File: config.mk
export PLATFORM = sky130hd
export DESIGN_NAME = power_supply_control_status_regs
export DESIGN_NICKNAME = d
export VERILOG_FILES = /design/src/verilog/power_supply_pkg.sv /design/src/verilog/power_supply_control_status_regs.sv
export SDC_FILE = /design/constraint.sdc
export NUM_CORES = 1
export LEC_CHECK = 0
export BUFFER_PORTS_ARGS = -buffer_cell sky130_fd_sc_hd__buf_2
export CAP_MARGIN = 30
export CORE_MARGIN = 8
export CORE_UTILIZATION = 50
export DETAILED_ROUTE_END_ITERATION = 7
export PLACE_DENSITY = 0.74
export SYNTH_ARGS = -nofsm -noshare
export SYNTH_HDL_FRONTEND = slang
export SYNTH_SLANG_ARGS = --single-unit
File: constraint.sdc
create_clock -name clk -period 3.6 [get_ports clk]
set_input_delay 0.36 -clock clk [delete_from_list [all_inputs] [get_ports clk]]
set_output_delay 0.36 -clock clk [all_outputs]
set_load 0.02 [all_outputs]
File: src/verilog/power_supply_pkg.sv
package power_supply_pkg;

  // register byte addresses
  localparam logic [7:0] sleep_one_cfg_addr      = 8'h1c;
  localparam logic [7:0] sleep_two_cfg_addr      = 8'h20;
  localparam logic [7:0] sequence_status_addr    = 8'h24;
  localparam logic [7:0] converter_control_addr  = 8'h2c;
  localparam logic [7:0] supply_status_addr      = 8'h30;
  localparam logic [7:0] core_voltage_level_addr = 8'h34;
  localparam logic [7:0] pll_supply_level_addr   = 8'h40;

  // sequence_status fields
  localparam int io_prev_bit        = 29;
  localparam int pll_prev_bit       = 28;
  localparam int analogue_prev_bit  = 25;
  localparam int core_prev_bit      = 24;
  localparam int seq_state_lsb      = 16;
  localparam int tile_clk_off_bit   = 14;
  localparam int analogue_mod_bit   = 9;
  localparam int core_mod_bit       = 8;
  localparam int io_en_bit          = 5;
  localparam int pll_en_bit         = 4;
  localparam int analogue_en_bit    = 1;
  localparam int core_en_bit        = 0;

  // sequencer state codes
  localparam logic [2:0] seq_reset        = 3'h0;
  localparam logic [2:0] seq_asleep       = 3'h1;
  localparam logic [2:0] seq_waking_one   = 3'h2;
  localparam logic [2:0] seq_waking_two   = 3'h3;
  localparam logic [2:0] seq_awake_wait   = 3'h4;
  localparam logic [2:0] seq_awake        = 3'h5;
  localparam logic [2:0] seq_sleeping_one = 3'h6;
  localparam logic [2:0] seq_sleeping_two = 3'h7;

  // converter_control fields
  localparam int pg_level_lsb       = 24;
  localparam int clear_errors_bit   = 16;
  localparam int analogue_limit_lsb = 13;
  localparam int analogue_clk_lsb   = 8;
  localparam int core_limit_lsb     = 5;
  localparam int core_clk_lsb       = 0;

  localparam logic [1:0] pg_level_reset       = 2'h2;
  localparam logic [1:0] analogue_limit_reset = 2'h0;
  localparam logic [1:0] analogue_clk_reset   = 2'h1;
  localparam logic [1:0] core_limit_reset     = 2'h0;
  localparam logic [1:0] core_clk_reset       = 2'h1;

  // supply_status fields
  localparam int osc_stable_bit        = 24;
  localparam int pll_good_bit          = 19;
  localparam int core_good_bit         = 16;
  localparam int analogue_limiting_bit = 9;
  localparam int core_limiting_bit     = 8;
  localparam int analogue_soft_bit     = 1;
  localparam int core_soft_bit         = 0;

  // sleeping-state dwell field
  localparam int          dwell_lsb   = 16;
  localparam logic [4:0]  dwell_reset = 5'h10;

endpackage : power_supply_pkg

File: src/verilog/power_supply_control_status_regs.sv
// Function
// - sequence status shows the sequencer state as a 3-bit code.
// - sequence status shows supplies enabled in the previous state.
// - sequence status mirrors current clock, modulation and enable settings.
// - 2-bit power-good threshold field, reset 2, read-write.
// - clear-errors bit clears converter errors while one; software clears it.
// - 2-bit analogue converter current limit, reset 0.
// - 2-bit analogue converter switching clock select, reset 1.
// - 2-bit core converter current limit, reset 0.
// - 2-bit core converter switching clock select, reset 1.
// - supply status bit 24 shows oscillator stable.
// - supply status bits 19 and 16 show pll and core rails good.
// - supply status bits 9 and 8 show converters current limiting.
// - supply status bits 1 and 0 show converters in soft-start.
// - 7-bit core voltage code, 10 mV steps from 0.60V.
// - core and pll voltage codes reset to zero, then load the strap pins on the first clock after reset release.
// - 3-bit pll regulator code, 100 mV steps from 0.6V.
// - sleeping states dwell two to the power of the log2 field cycles.
`timescale 1ns/1ps
`default_nettype none

module power_supply_control_status_regs #(
  parameter int addr_width = 8
) (
  input  wire logic                  clk,
  input  wire logic                  resetn,
  // register port
  input  wire logic [addr_width-1:0] reg_addr,
  input  wire logic [31:0]           reg_wdata,
  input  wire logic                  reg_write,
  input  wire logic                  reg_read,
  output logic      [31:0]           reg_rdata,
  // sequencer view
  input  wire logic [2:0]            seq_state,
  input  wire logic                  io_prev_en,
  input  wire logic                  pll_prev_en,
  input  wire logic                  analogue_prev_en,
  input  wire logic                  core_prev_en,
  input  wire logic                  tile_clk_off,
  input  wire logic                  analogue_mod_pfm,
  input  wire logic                  core_mod_pfm,
  input  wire logic                  io_en,
  input  wire logic                  pll_en,
  input  wire logic                  analogue_en,
  input  wire logic                  core_en,
  output logic                       sleep_dwell_done,
  // supply health
  input  wire logic                  osc_stable,
  input  wire logic                  pll_rail_good,
  input  wire logic                  core_rail_good,
  input  wire logic                  analogue_limiting,
  input  wire logic                  core_limiting,
  input  wire logic                  analogue_soft_start,
  input  wire logic                  core_soft_start,
  // straps
  input  wire logic [6:0]            strap_core_code,
  input  wire logic [2:0]            strap_pll_code,
  // settings to the analogue side
  output logic      [1:0]            pg_level,
  output logic                       clear_errors,
  output logic      [1:0]            analogue_limit,
  output logic      [1:0]            analogue_clk_sel,
  output logic      [1:0]            core_limit,
  output logic      [1:0]            core_clk_sel,
  output logic      [6:0]            core_code,
  output logic      [2:0]            pll_code
);

  logic        reset_meta_n;
  logic        reset_sync_n;
  logic        straps_loaded;
  logic [4:0]  dwell_one;
  logic [4:0]  dwell_two;
  logic [2:0]  last_state;
  logic [31:0] dwell_count;
  logic [31:0] dwell_limit;
  logic [4:0]  dwell_sel;
  logic        in_sleep;
  logic [7:0]  addr;

  assign addr = 8'(reg_addr);

  // reset release through two flops
  always_ff @(posedge clk or negedge resetn) begin
    if (!resetn) begin
      reset_meta_n <= 1'b0;
      reset_sync_n <= 1'b0;
    end else begin
      reset_meta_n <= 1'b1;
      reset_sync_n <= reset_meta_n;
    end
  end

  // straps are caught by the first clocked cycle after release
  always_ff @(posedge clk or negedge reset_sync_n) begin
    if (!reset_sync_n) begin
      straps_loaded <= 1'b0;
    end else begin
      straps_loaded <= 1'b1;
    end
  end

  // converter_control
  always_ff @(posedge clk or negedge reset_sync_n) begin
    if (!reset_sync_n) begin
      pg_level         <= power_supply_pkg::pg_level_reset;
      clear_errors     <= 1'b0;
      analogue_limit   <= power_supply_pkg::analogue_limit_reset;
      analogue_clk_sel <= power_supply_pkg::analogue_clk_reset;
      core_limit       <= power_supply_pkg::core_limit_reset;
      core_clk_sel     <= power_supply_pkg::core_clk_reset;
    end else if (reg_write &&
                 addr == power_supply_pkg::converter_control_addr) begin
      pg_level <= reg_wdata[power_supply_pkg::pg_level_lsb +: 2];
      // held until software writes zero, no self clearing
      clear_errors <= reg_wdata[power_supply_pkg::clear_errors_bit];
      analogue_limit <=
        reg_wdata[power_supply_pkg::analogue_limit_lsb +: 2];
      analogue_clk_sel <=
        reg_wdata[power_supply_pkg::analogue_clk_lsb +: 2];
      core_limit <= reg_wdata[power_supply_pkg::core_limit_lsb +: 2];
      core_clk_sel <= reg_wdata[power_supply_pkg::core_clk_lsb +: 2];
    end
  end

  // core voltage code: strap value first, then software writes
  // no slew limiting here; ramping is left to software
  always_ff @(posedge clk or negedge reset_sync_n) begin
    if (!reset_sync_n) begin
      core_code <= 7'h00;
    end else if (!straps_loaded) begin
      core_code <= strap_core_code;
    end else if (reg_write &&
                 addr == power_supply_pkg::core_voltage_level_addr) begin
      core_code <= reg_wdata[6:0];
    end
  end

  // pll regulator code, same strap handling
  always_ff @(posedge clk or negedge reset_sync_n) begin
    if (!reset_sync_n) begin
      pll_code <= 3'h0;
    end else if (!straps_loaded) begin
      pll_code <= strap_pll_code;
    end else if (reg_write &&
                 addr == power_supply_pkg::pll_supply_level_addr) begin
      pll_code <= reg_wdata[2:0];
    end
  end

  // sleeping-state dwell fields
  always_ff @(posedge clk or negedge reset_sync_n) begin
    if (!reset_sync_n) begin
      dwell_one <= power_supply_pkg::dwell_reset;
      dwell_two <= power_supply_pkg::dwell_reset;
    end else if (reg_write) begin
      if (addr == power_supply_pkg::sleep_one_cfg_addr) begin
        dwell_one <= reg_wdata[power_supply_pkg::dwell_lsb +: 5];
      end
      if (addr == power_supply_pkg::sleep_two_cfg_addr) begin
        dwell_two <= reg_wdata[power_supply_pkg::dwell_lsb +: 5];
      end
    end
  end

  assign in_sleep = (seq_state == power_supply_pkg::seq_sleeping_one) ||
                    (seq_state == power_supply_pkg::seq_sleeping_two);
  assign dwell_sel = (seq_state == power_supply_pkg::seq_sleeping_one) ?
                     dwell_one : dwell_two;
  assign dwell_limit = (32'h1 << dwell_sel) - 32'h1;

  // dwell timer restarts on every state change, so a field rewritten
  // mid-dwell takes effect against the count already run
  always_ff @(posedge clk or negedge reset_sync_n) begin
    if (!reset_sync_n) begin
      last_state       <= power_supply_pkg::seq_reset;
      dwell_count      <= 32'h0;
      sleep_dwell_done <= 1'b0;
    end else begin
      last_state <= seq_state;
      if (seq_state != last_state) begin
        dwell_count      <= 32'h0;
        sleep_dwell_done <= 1'b0;
      end else if (in_sleep && !sleep_dwell_done) begin
        if (dwell_count == dwell_limit) begin
          sleep_dwell_done <= 1'b1;
        end else begin
          dwell_count <= dwell_count + 32'h1;
        end
      end
    end
  end

  // read data, valid only in the cycle after the read strobe
  always_ff @(posedge clk or negedge reset_sync_n) begin
    if (!reset_sync_n) begin
      reg_rdata <= 32'h0;
    end else if (reg_read) begin
      reg_rdata <= 32'h0;
      unique case (addr)
        power_supply_pkg::sequence_status_addr: begin
          reg_rdata[power_supply_pkg::io_prev_bit]       <= io_prev_en;
          reg_rdata[power_supply_pkg::pll_prev_bit]      <= pll_prev_en;
          reg_rdata[power_supply_pkg::analogue_prev_bit] <=
            analogue_prev_en;
          reg_rdata[power_supply_pkg::core_prev_bit]     <= core_prev_en;
          reg_rdata[power_supply_pkg::seq_state_lsb +: 3] <= seq_state;
          reg_rdata[power_supply_pkg::tile_clk_off_bit]  <= tile_clk_off;
          reg_rdata[power_supply_pkg::analogue_mod_bit]  <=
            analogue_mod_pfm;
          reg_rdata[power_supply_pkg::core_mod_bit]      <= core_mod_pfm;
          reg_rdata[power_supply_pkg::io_en_bit]         <= io_en;
          reg_rdata[power_supply_pkg::pll_en_bit]        <= pll_en;
          reg_rdata[power_supply_pkg::analogue_en_bit]   <= analogue_en;
          reg_rdata[power_supply_pkg::core_en_bit]       <= core_en;
        end
        power_supply_pkg::converter_control_addr: begin
          reg_rdata[power_supply_pkg::pg_level_lsb +: 2]       <= pg_level;
          reg_rdata[power_supply_pkg::clear_errors_bit]        <=
            clear_errors;
          reg_rdata[power_supply_pkg::analogue_limit_lsb +: 2] <=
            analogue_limit;
          reg_rdata[power_supply_pkg::analogue_clk_lsb +: 2]   <=
            analogue_clk_sel;
          reg_rdata[power_supply_pkg::core_limit_lsb +: 2]     <= core_limit;
          reg_rdata[power_supply_pkg::core_clk_lsb +: 2]       <=
            core_clk_sel;
        end
        power_supply_pkg::supply_status_addr: begin
          reg_rdata[power_supply_pkg::osc_stable_bit] <= osc_stable;
          reg_rdata[power_supply_pkg::pll_good_bit]   <= pll_rail_good;
          reg_rdata[power_supply_pkg::core_good_bit]  <= core_rail_good;
          reg_rdata[power_supply_pkg::analogue_limiting_bit] <=
            analogue_limiting;
          reg_rdata[power_supply_pkg::core_limiting_bit] <=
            core_limiting;
          reg_rdata[power_supply_pkg::analogue_soft_bit] <=
            analogue_soft_start;
          reg_rdata[power_supply_pkg::core_soft_bit] <=
            core_soft_start;
        end
        power_supply_pkg::core_voltage_level_addr: begin
          reg_rdata[6:0] <= core_code;
        end
        power_supply_pkg::pll_supply_level_addr: begin
          reg_rdata[2:0] <= pll_code;
        end
        power_supply_pkg::sleep_one_cfg_addr: begin
          reg_rdata[power_supply_pkg::dwell_lsb +: 5] <= dwell_one;
        end
        power_supply_pkg::sleep_two_cfg_addr: begin
          reg_rdata[power_supply_pkg::dwell_lsb +: 5] <= dwell_two;
        end
        default: begin
          reg_rdata <= 32'h0;
        end
      endcase
    end else begin
      reg_rdata <= 32'h0;
    end
  end

endmodule : power_supply_control_status_regs

`default_nettype wire

# Word level (Yosys, flattened, before mapping)
# Cells that the tools add are included.
totals:
  latchBits: 0
  romBits: 0
  wordCells: 74
  output_inout_bits: 54
  memories: 0
  regBits: 102
  ramBits: 0
  inputBits: 75
op_classes:
  n_shift: 1
  order_cmp: 0
  bitwise_logic: 0
  reduce_logical: 12
  multipliers: 0
  mux: 28
  eq_ne: 14
  add_sub_neg: 2
  div_mod_pow: 0
op_table:
  columns: ["operator", "n"]
  rows:
  - ["$mux W32", 3]
  - ["$eq A8 B6 Y1 const B", 5]
  - ["$add A32 B1 Y32 const B", 1]
  - ["$eq A32 B32 Y1", 1]
  - ["$shl A1 B5 Y32 const A", 1]
  - ["$sub A32 B1 Y32 const B", 1]
  - ["$mux W30", 1]
  - ["$mux W7", 2]
  - ["$pmux W1 S2", 6]
  - ["$pmux W2 S3", 2]
  - ["$pmux W2 S5", 1]
  - ["$pmux W1 S3", 3]
  - ["$eq A8 B5 Y1 const B", 1]
  - ["$eq A8 B7 Y1 const B", 1]
  - ["$reduce_and A2 Y1", 4]
  - ["$eq A3 B3 Y1 const B", 2]
  - ["$mux W3", 2]
  - ["$mux W1", 5]
  - ["$mux W5", 1]
  - ["$pmux W1 S5", 1]
  - ["$logic_and A1 B1 Y1", 4]
  - ["$ne A2 B1 Y1 const B", 2]
  - ["$reduce_bool A2 Y1", 2]
  - ["$ne A3 B3 Y1", 1]
  - ["other kinds (4)", 4]

# Depth between registers and ports, before layout
# Gate-level depths: netlist of run 1.
depth:
  word_depth: 8
  mapped_depth: 19
  mapped_depth_nobuf: 13

# Worst setup path after synthesis of run 1
# OpenSTA, ideal clock, no wires.
synth_timing:
  path_type: "register to register"
  start: "register dwell_two[1]"
  end: "register dwell_count[16]"
  period_less_slack_ps: 3776
  setup_time_ps: 119
  slack_ps: -176
  required_ps: 3481
  stages_incl_launch_ff: 17
  path_buffers: 5
  arrival_ps: 3657
  cell_sequence: "dfrtp_1 > buf_2 > buf_2 > clkbuf_1 > a22o_1 > or3_1 > ha_1 > clkbuf_1 > nor3_1 > a21oi_1 > o311ai_0 > xnor2_1 > o2111ai_1 > or4_1 > buf_6 > and4_4 > o21a_1"
synth_via:
  elab_chain_cells: 6
synth_rtl:
  columns: ["item", "line", "rtl"]
  rows:
  - ["start: declaration", "power_supply_control_status_regs.sv:73", "logic [4:0] dwell_two;"]
  - ["start signal: assignment", "power_supply_control_status_regs.sv:155", "dwell_two <= power_supply_pkg::dwell_reset;"]
  - ["start signal: assignment", "power_supply_control_status_regs.sv:161", "dwell_two <= reg_wdata[power_supply_pkg::dwell_lsb +: 5];"]
  - ["$mux W5", "power_supply_control_status_regs.sv:168", "assign dwell_sel = (seq_state == power_supply_pkg::seq_sleeping_one) ?"]
  - ["$shl A1 B5 Y32", "power_supply_control_status_regs.sv:170", "assign dwell_limit = (32'h1 << dwell_sel) - 32'h1;"]
  - ["$sub A32 B1 Y32", "power_supply_control_status_regs.sv:170", null]
  - ["$eq A32 B32 Y1", "power_supply_control_status_regs.sv:185", "if (dwell_count == dwell_limit) begin"]
  - ["$ne A2 B2 Y1 (no source line)", null, null]
  - ["$reduce_and A2 Y1 (no source line)", null, null]
  - ["end signal: assignment", "power_supply_control_status_regs.sv:188", "dwell_count <= dwell_count + 32'h1;"]
  - ["end: declaration", "power_supply_control_status_regs.sv:75", "logic [31:0] dwell_count;"]
# Every way passes these cells.
# A chain may end at the register's enable or synchronous reset.

# Final worst setup path of run 1
layout_timing:
  start: "register dwell_two[4]"
  end: "register dwell_count[2]"
# Same word-level chain as after synthesis.

==> flow_summary.toml, run 1 <==
[place]
gp_congestion = 0.9460
port_buffers = 102
hpwl_um = 16230
placed_cells = 1021

[grt]
grt_pass1_vias = 6758
grt_overflow_total = 0
grtUsageTotal_pct = 26.87
grt_pass1_wl_um = 35730
antenna_found_initial = 0
grt_max_degree = 61

[status]
status = "completed"

[timing]
fin_crit_ns = 3.510
max_freq_mhz = 284.9
fin_crit_sh_pct = 97.49
tightestPinTransition_ns = 0.8248
setup-violations-final = 0
slew_violations = 0
hold_violations = 0
relSlewSlack_pct = 45.01
fin_skew_ns = 0.01234

[cts]
cts_root_buf = "clkbuf_16"
clk_pin_slew_ns = 0.07
cts_made_buffers = 9
cts_max_path_buffers = 2
cts_tree = "built"
clock-sinks = 90
clock_latency_ns = 0.35
htreeDepth = 3

[final_layout]
layout.nets = 958
fin_cells = 1058
drive_gt1_share_pct = 33.97
final_cell_mix = "buf_2, dfrtp_1, buf_4"
layout_commonest_cell = "buf_2"
syn2layout_area_growth_pct = 26.75
insertedDiodeCount = 0
multi_input_area_um2 = 4059
fillers = 1064
ff_latch_area_um2 = 2263

[synth]
syn_area_um2 = 6492
syn-instance-count = 739
async_reset_ff_share_pct = 100.0
ys_seq_area_share_pct = 34.79
synth_cell_types = 72
avgSynthCellArea_um2 = 8.785
ys.flop_type = "dfrtp_1"
yosys_warnings = 0
synth_edf_count = 0
ys_ff_latch = 90

[route]
antenna_left = 0
vias = 6720
routed_wirelength_um = 22870
vias_per_cell = 6.352
wl_per_cell_um = 21.61
drc = 0
first_pass_iters = 5
drt_iter0_drc = 809

[min_path]
hold_class = "in2reg"

[critical_path]
path_max_fanout = 6
path_class = "reg2reg"
crit_arrival_ns = 3.80
start_kind = "register"
required_ns = 3.89
end_kind = "register"

[power_and_ir_drop]
power.leakage_uw = 0.003739
p_total_uw = 2728
power.density_nw_per_um2 = 331.5
ir_worst_vdd_mv = 0.2854

[floorplan]
rows = 41
die_w_um = 130.0
start_util_pct = 51.24
io_pins = 129
dieHeight_um = 130.0
fp.dieArea_um2 = 16890
core_um2 = 12670

[job]
max_cap_viol_count = 0
==> registers in the layout, summed over array words and instances, names as in the netlist <==
name,cells
core_limit,2
reset_sync_n,1
pg_level,2
clear_errors,1
straps_loaded,1
core_code,7
last_state,3
reg_rdata,20
dwell_two,5
analogue_limit,2
sleep_dwell_done,1
analogue_clk_sel,2
dwell_count,32
dwell_one,5
pll_code,3
core_clk_sel,2
reset_meta_n,1
==> synthesized netlist by cell type, drive strengths merged (16+ instances only) <==
master	n	area (um2)
nor3	23	115.1
nand4	23	143.9
buf	43	285.3
a22oi	19	142.6
or3	20	125.1
or4	19	142.6
o21ai	27	135.1
mux2	30	337.8
and3	18	112.6
nor2	39	146.4
clkbuf	32	120.1
o211ai	16	120.1
dfrtp	85	2127
nand2	44	165.2
nand3	45	225.2
a21oi	41	205.2
mux2i	33	330.3
nor2b	17	106.4
==> area by class of cell <==
| class | instances | share of cell area [%] |
|---|---|---|
| Multi-Input combinational cell | 577 | 49.32 |
| Sequential cell | 90 | 27.50 |
| Timing Repair Buffer | 194 | 16.53 |
| Clock buffer | 9 | 2.737 |
| Tap cell | 172 | 2.615 |
| Clock inverter | 7 | 0.8667 |
| Inverter | 9 | 0.4257 |
==> worst max-delay path, stage by stage, from the launching register on <==
cell	delay (ns)
dfstp_2	0.60
buf_12	0.14
or3b_4	0.39
o211a_1	0.24
nor4_4	0.26
buf_4	0.17
buf_4	0.12
mux2i_1	0.18
nand4_1	0.11
a21o_1	0.21
or4_4	0.54
buf_4	0.18
a31oi_1	0.18
a41o_1	0.12
==> report_power, final <==
group          internal (uW)  switching [uW]
clock network            487             446
logic                    321             402
registers               1040            33.1
==> repair_timing <==
item                                   in CTS  in global routing
buffers inserted                            0                 16
setup endpoints to repair                   5                 33
endpoints found under the hold margin       2                  0
hold buffers                                1                  0
cloned                                      0                  4
resized for setup                           2                 60
pin swaps                                   0                 30
==> path summary, 6_finish.rpt <==
check / start / endpoint / slack, ns / cells after the start
setup / recovery: dwell_two[4] / dwell_count[2] / 0.09 / 13
hold / removal: reg_wdata[24] / pg_level[0] / 0.25 / 2
setup reg to reg: dwell_two[4] / dwell_count[2] / 0.09 / 13
hold reg to reg: reset_sync_n / reg_rdata[2] / 0.27 / 0
max in group asynchronous: reset_sync_n / dwell_one[4] / 2.64 / 1
min in group asynchronous: reset_sync_n / reg_rdata[2] / 0.27 / 0
==> logic make-up (layout without fill, tap and decap cells) <==
kind of cell / after synthesis / after routing / share of synthesized area (%)
AND/OR/NAND/NOR: 312 / 312 / 27.48
XOR/XNOR: 15 / 15 / 2.255
other: 2 / 14 / 0.1157
flip-flops: 90 / 90 / 34.79
buffers and inverters: 84 / 219 / 6.764
multiplexers: 64 / 64 / 10.64
adder cells (fa/ha/maj): 2 / 2 / 0.3854
AO/OA/AOI/OAI: 170 / 170 / 17.58
==> through the flow <==
step / area, um2 / hold WS, ns / util [%] / worst slack [ns] / TNS [ns]
after floorplan: 6591 / 0.06441 / - / -0.04166 / -0.04166
after global placement: 7443 / 0.1458 / 58.74 / -0.1648 / -2.842
after detailed placement: 7471 / 0.1489 / 58.96 / -0.2199 / -3.780
after CTS: 7786 / 0.2350 / 61.45 / 0.03414 / 0
after global routing: 8229 / 0.2396 / 64.95 / -0.01997 / -0.08757
final: 8229 / 0.2470 / 64.95 / 0.09044 / 0
==> layer usage <==
metal	vias to the layer above	part of all wire, %	global-route usage (%)
li1	3067	-	-
met1	3264	41	33.23
met2	348	47	44.07
met3	41	9.5	7.140
met4	0	2.3	10.11
met5	-	0	0
Note: power is estimated with default switching activity, not from simulation.
==> run 2: changes to the inputs <==
--- a/config.mk
+++ b/config.mk
@@ -7,10 +7,12 @@
 export LEC_CHECK = 0
 export BUFFER_PORTS_ARGS = -buffer_cell sky130_fd_sc_hd__buf_2
 export CAP_MARGIN = 30
+export CELL_PAD_IN_SITES_DETAIL_PLACEMENT = 1
+export CELL_PAD_IN_SITES_GLOBAL_PLACEMENT = 1
 export CORE_MARGIN = 8
-export CORE_UTILIZATION = 50
+export CORE_UTILIZATION = 42
 export DETAILED_ROUTE_END_ITERATION = 7
-export PLACE_DENSITY = 0.74
+export PLACE_DENSITY_LB_ADDON = 0.1
 export SYNTH_ARGS = -nofsm -noshare
 export SYNTH_HDL_FRONTEND = slang
 export SYNTH_SLANG_ARGS = --single-unit
==> flow_summary.toml, run 2 (synthesis gave the netlist of run 1 again) <==
[grt]
grt_max_degree = 50
grt_pass1_wl_um = 38820
grtUsageTotal_pct = 24.79
grt_overflow_total = 0
antenna_found_initial = 1
grt_pass1_vias = 7117

[floorplan]
die_w_um = 140.3
fp.dieArea_um2 = 19690
io_pins = 129
core_um2 = 15150
start_util_pct = 42.87
dieHeight_um = 140.3
rows = 45

[timing]
rsz0062_at_grt = "yes"
hold_violations = 0
tightestPinTransition_ns = 0.9292
fin_crit_sh_pct = 99.32
finalWorstSetupSlack_ns = 0.02463
fin_skew_ns = 0.01147
slew_violations = 0
max_freq_mhz = 279.7
relSlewSlack_pct = 37.88
setup-violations-final = 0
fin_crit_ns = 3.575

[power_and_ir_drop]
p_total_uw = 2812
power.share.clock_pct = 36.3
power.density_nw_per_um2 = 345.8
combPwrFrac_pct = 25.6
netSwitchingFraction_pct = 32.08
p_sw_uw = 901.9
p_int_uw = 1910
power.leakage_uw = 0.003680
pwr-share-seq_pct = 38.1
ir_worst_vdd_mv = 0.2776

[place]
place_ws_ns = -0.2860
gp_congestion = 0.8751
hpwl_um = 18060
port_buffers = 102

[final_layout]
syn2layout_area_growth_pct = 25.25
multi_input_area_um2 = 4015
ff_latch_area_um2 = 2263
largest_reg_flops = 32
final_cell_mix = "buf_2, dfrtp_1, buf_4"
fillers = 1815
drive_gt1_share_pct = 31.97
largest-register = "dwell_count"
layout_commonest_cell = "buf_2"
layout.nets = 951
reg_top3 = "dwell_count (32), reg_rdata (20), core_code (7)"

[route]
drt_iter0_drc = 351
vias_per_cell = 6.235
wl_per_cell_um = 23.31
drc = 0
antenna_left = 0
routed_wirelength_um = 24900
first_pass_iters = 5
vias = 6659

[cts]
cts_max_path_buffers = 2
htreeDepth = 3
clock_latency_ns = 0.36
cts_made_buffers = 9
clock-sinks = 90
clk_pin_slew_ns = 0.07
cts_tree = "built"
cts_root_buf = "clkbuf_16"

[critical_path]
end_kind = "register"
worst-path-buf-inv = 4
cp_slowest_cell = "or4_4"
crit_arrival_ns = 3.86
path_class = "reg2reg"
cp_cell_sequence = "and2b_2, a22o_1, or3_4, ha_4, buf_6, xor2_4, or4_4, o2111ai_4, nor4_2, nand4_1, buf_4, nor4_4, buf_6, clkbuf_16, or4_4, a21oi_2"
start_kind = "register"
path_delay_family = "simple AND/OR/NAND/NOR gates"
max_stage_delay_ns = 0.56
required_ns = 3.88
path_max_fanout = 5

[job]
max_cap_viol_count = 0

[min_path]
hold_class = "in2reg"

[status]
status = "completed"
[run 2: cell count changes in the layout (fill, tap and decap cells not counted), sizes merged]
cell      delta
bufinv       +1
clkbuf       -1
diode        +1
buf          -6
clkinvlp     -1
[run 2: metal layers]
metal	global-route usage, %	wire, um	vias up	part of all wire, %
li1	-	-	3046	-
met4	12.06	970	2	3.9
met2	42.16	12080	227	49
met1	28.39	10220	3331	41
met3	6.558	1615	53	6.5
met5	0	10	-	0.040
[run 2: final cells by class]
class | instances | area share (%)
Tap cell | 188 | 2.893
Antenna cell | 1 | 0.03077
Inverter | 9 | 0.4308
Sequential cell | 90 | 27.84
Multi-Input combinational cell | 577 | 49.38
Timing Repair Buffer | 187 | 15.51
Clock inverter | 7 | 1.154
Clock buffer | 9 | 2.770
[run 2: final timing paths]
kind                                    from               to  slack, ns  cells after the start
worst max register to register  dwell_one[1]   dwell_count[5]       0.02                     16
worst min register to register  reset_sync_n  dwell_count[13]       0.33                      0
min in group asynchronous             resetn     reset_sync_n       0.33                      2
worst min-delay path            seq_state[2]    last_state[2]       0.18                      1
worst max-delay path            dwell_one[1]   dwell_count[5]       0.02                     16
max in group asynchronous       reset_sync_n     dwell_one[4]       2.56                      1
[run 2: per-stage QoR]
| stage | hold slack (ns) | std cells | setup TNS, ns | util [%] | instance area [um2] |
|---|---|---|---|---|---|
| final | 0.1839 | 1068 | 0 | 53.69 | 8132 |
| after global placement | 0.1460 | 1042 | -1.857 | 49.49 | 7496 |
| after floorplan | 0.06441 | 751 | -0.04166 | - | 6591 |
| after global routing | 0.1835 | 1067 | -1.736 | 53.67 | 8129 |
| after CTS | 0.1713 | 1060 | 0 | 51.97 | 7871 |
| after detailed placement | 0.1522 | 1043 | -5.823 | 49.67 | 7523 |
[run 2: power groups by stage]
| stage | Sequential (uW) | Combinational [uW] | Clock [uW] |
|---|---|---|---|
| after global routing | 1080 | 769 | 1070 |
| final | 1070 | 720 | 1020 |
| after global placement | 1100 | 612 | 0 |
| after detailed placement | 1090 | 640 | 0 |
| after floorplan | 1110 | 365 | 0 |
| after CTS | 1070 | 648 | 1040 |
[run 2: what timing repair did]
action,in CTS,in global routing
setup endpoints to repair,15,33
endpoints found under the hold margin,2,0
pin swaps,0,29
gates cloned,0,4
resized for setup,4,32
buffers inserted,0,4
hold buffers,1,0
[run 2: worst register-to-register path, cell delays in order, from the launching register on]
cell and delay (ns):
dfrtp_1 0.38, and2b_2 0.21, a22o_1 0.22, or3_4 0.38, ha_4 0.19, buf_6 0.13
xor2_4 0.15, or4_4 0.56, o2111ai_4 0.08, nor4_2 0.06, nand4_1 0.13, buf_4 0.13
nor4_4 0.05, buf_6 0.14, clkbuf_16 0.16, or4_4 0.42, a21oi_2 0.13
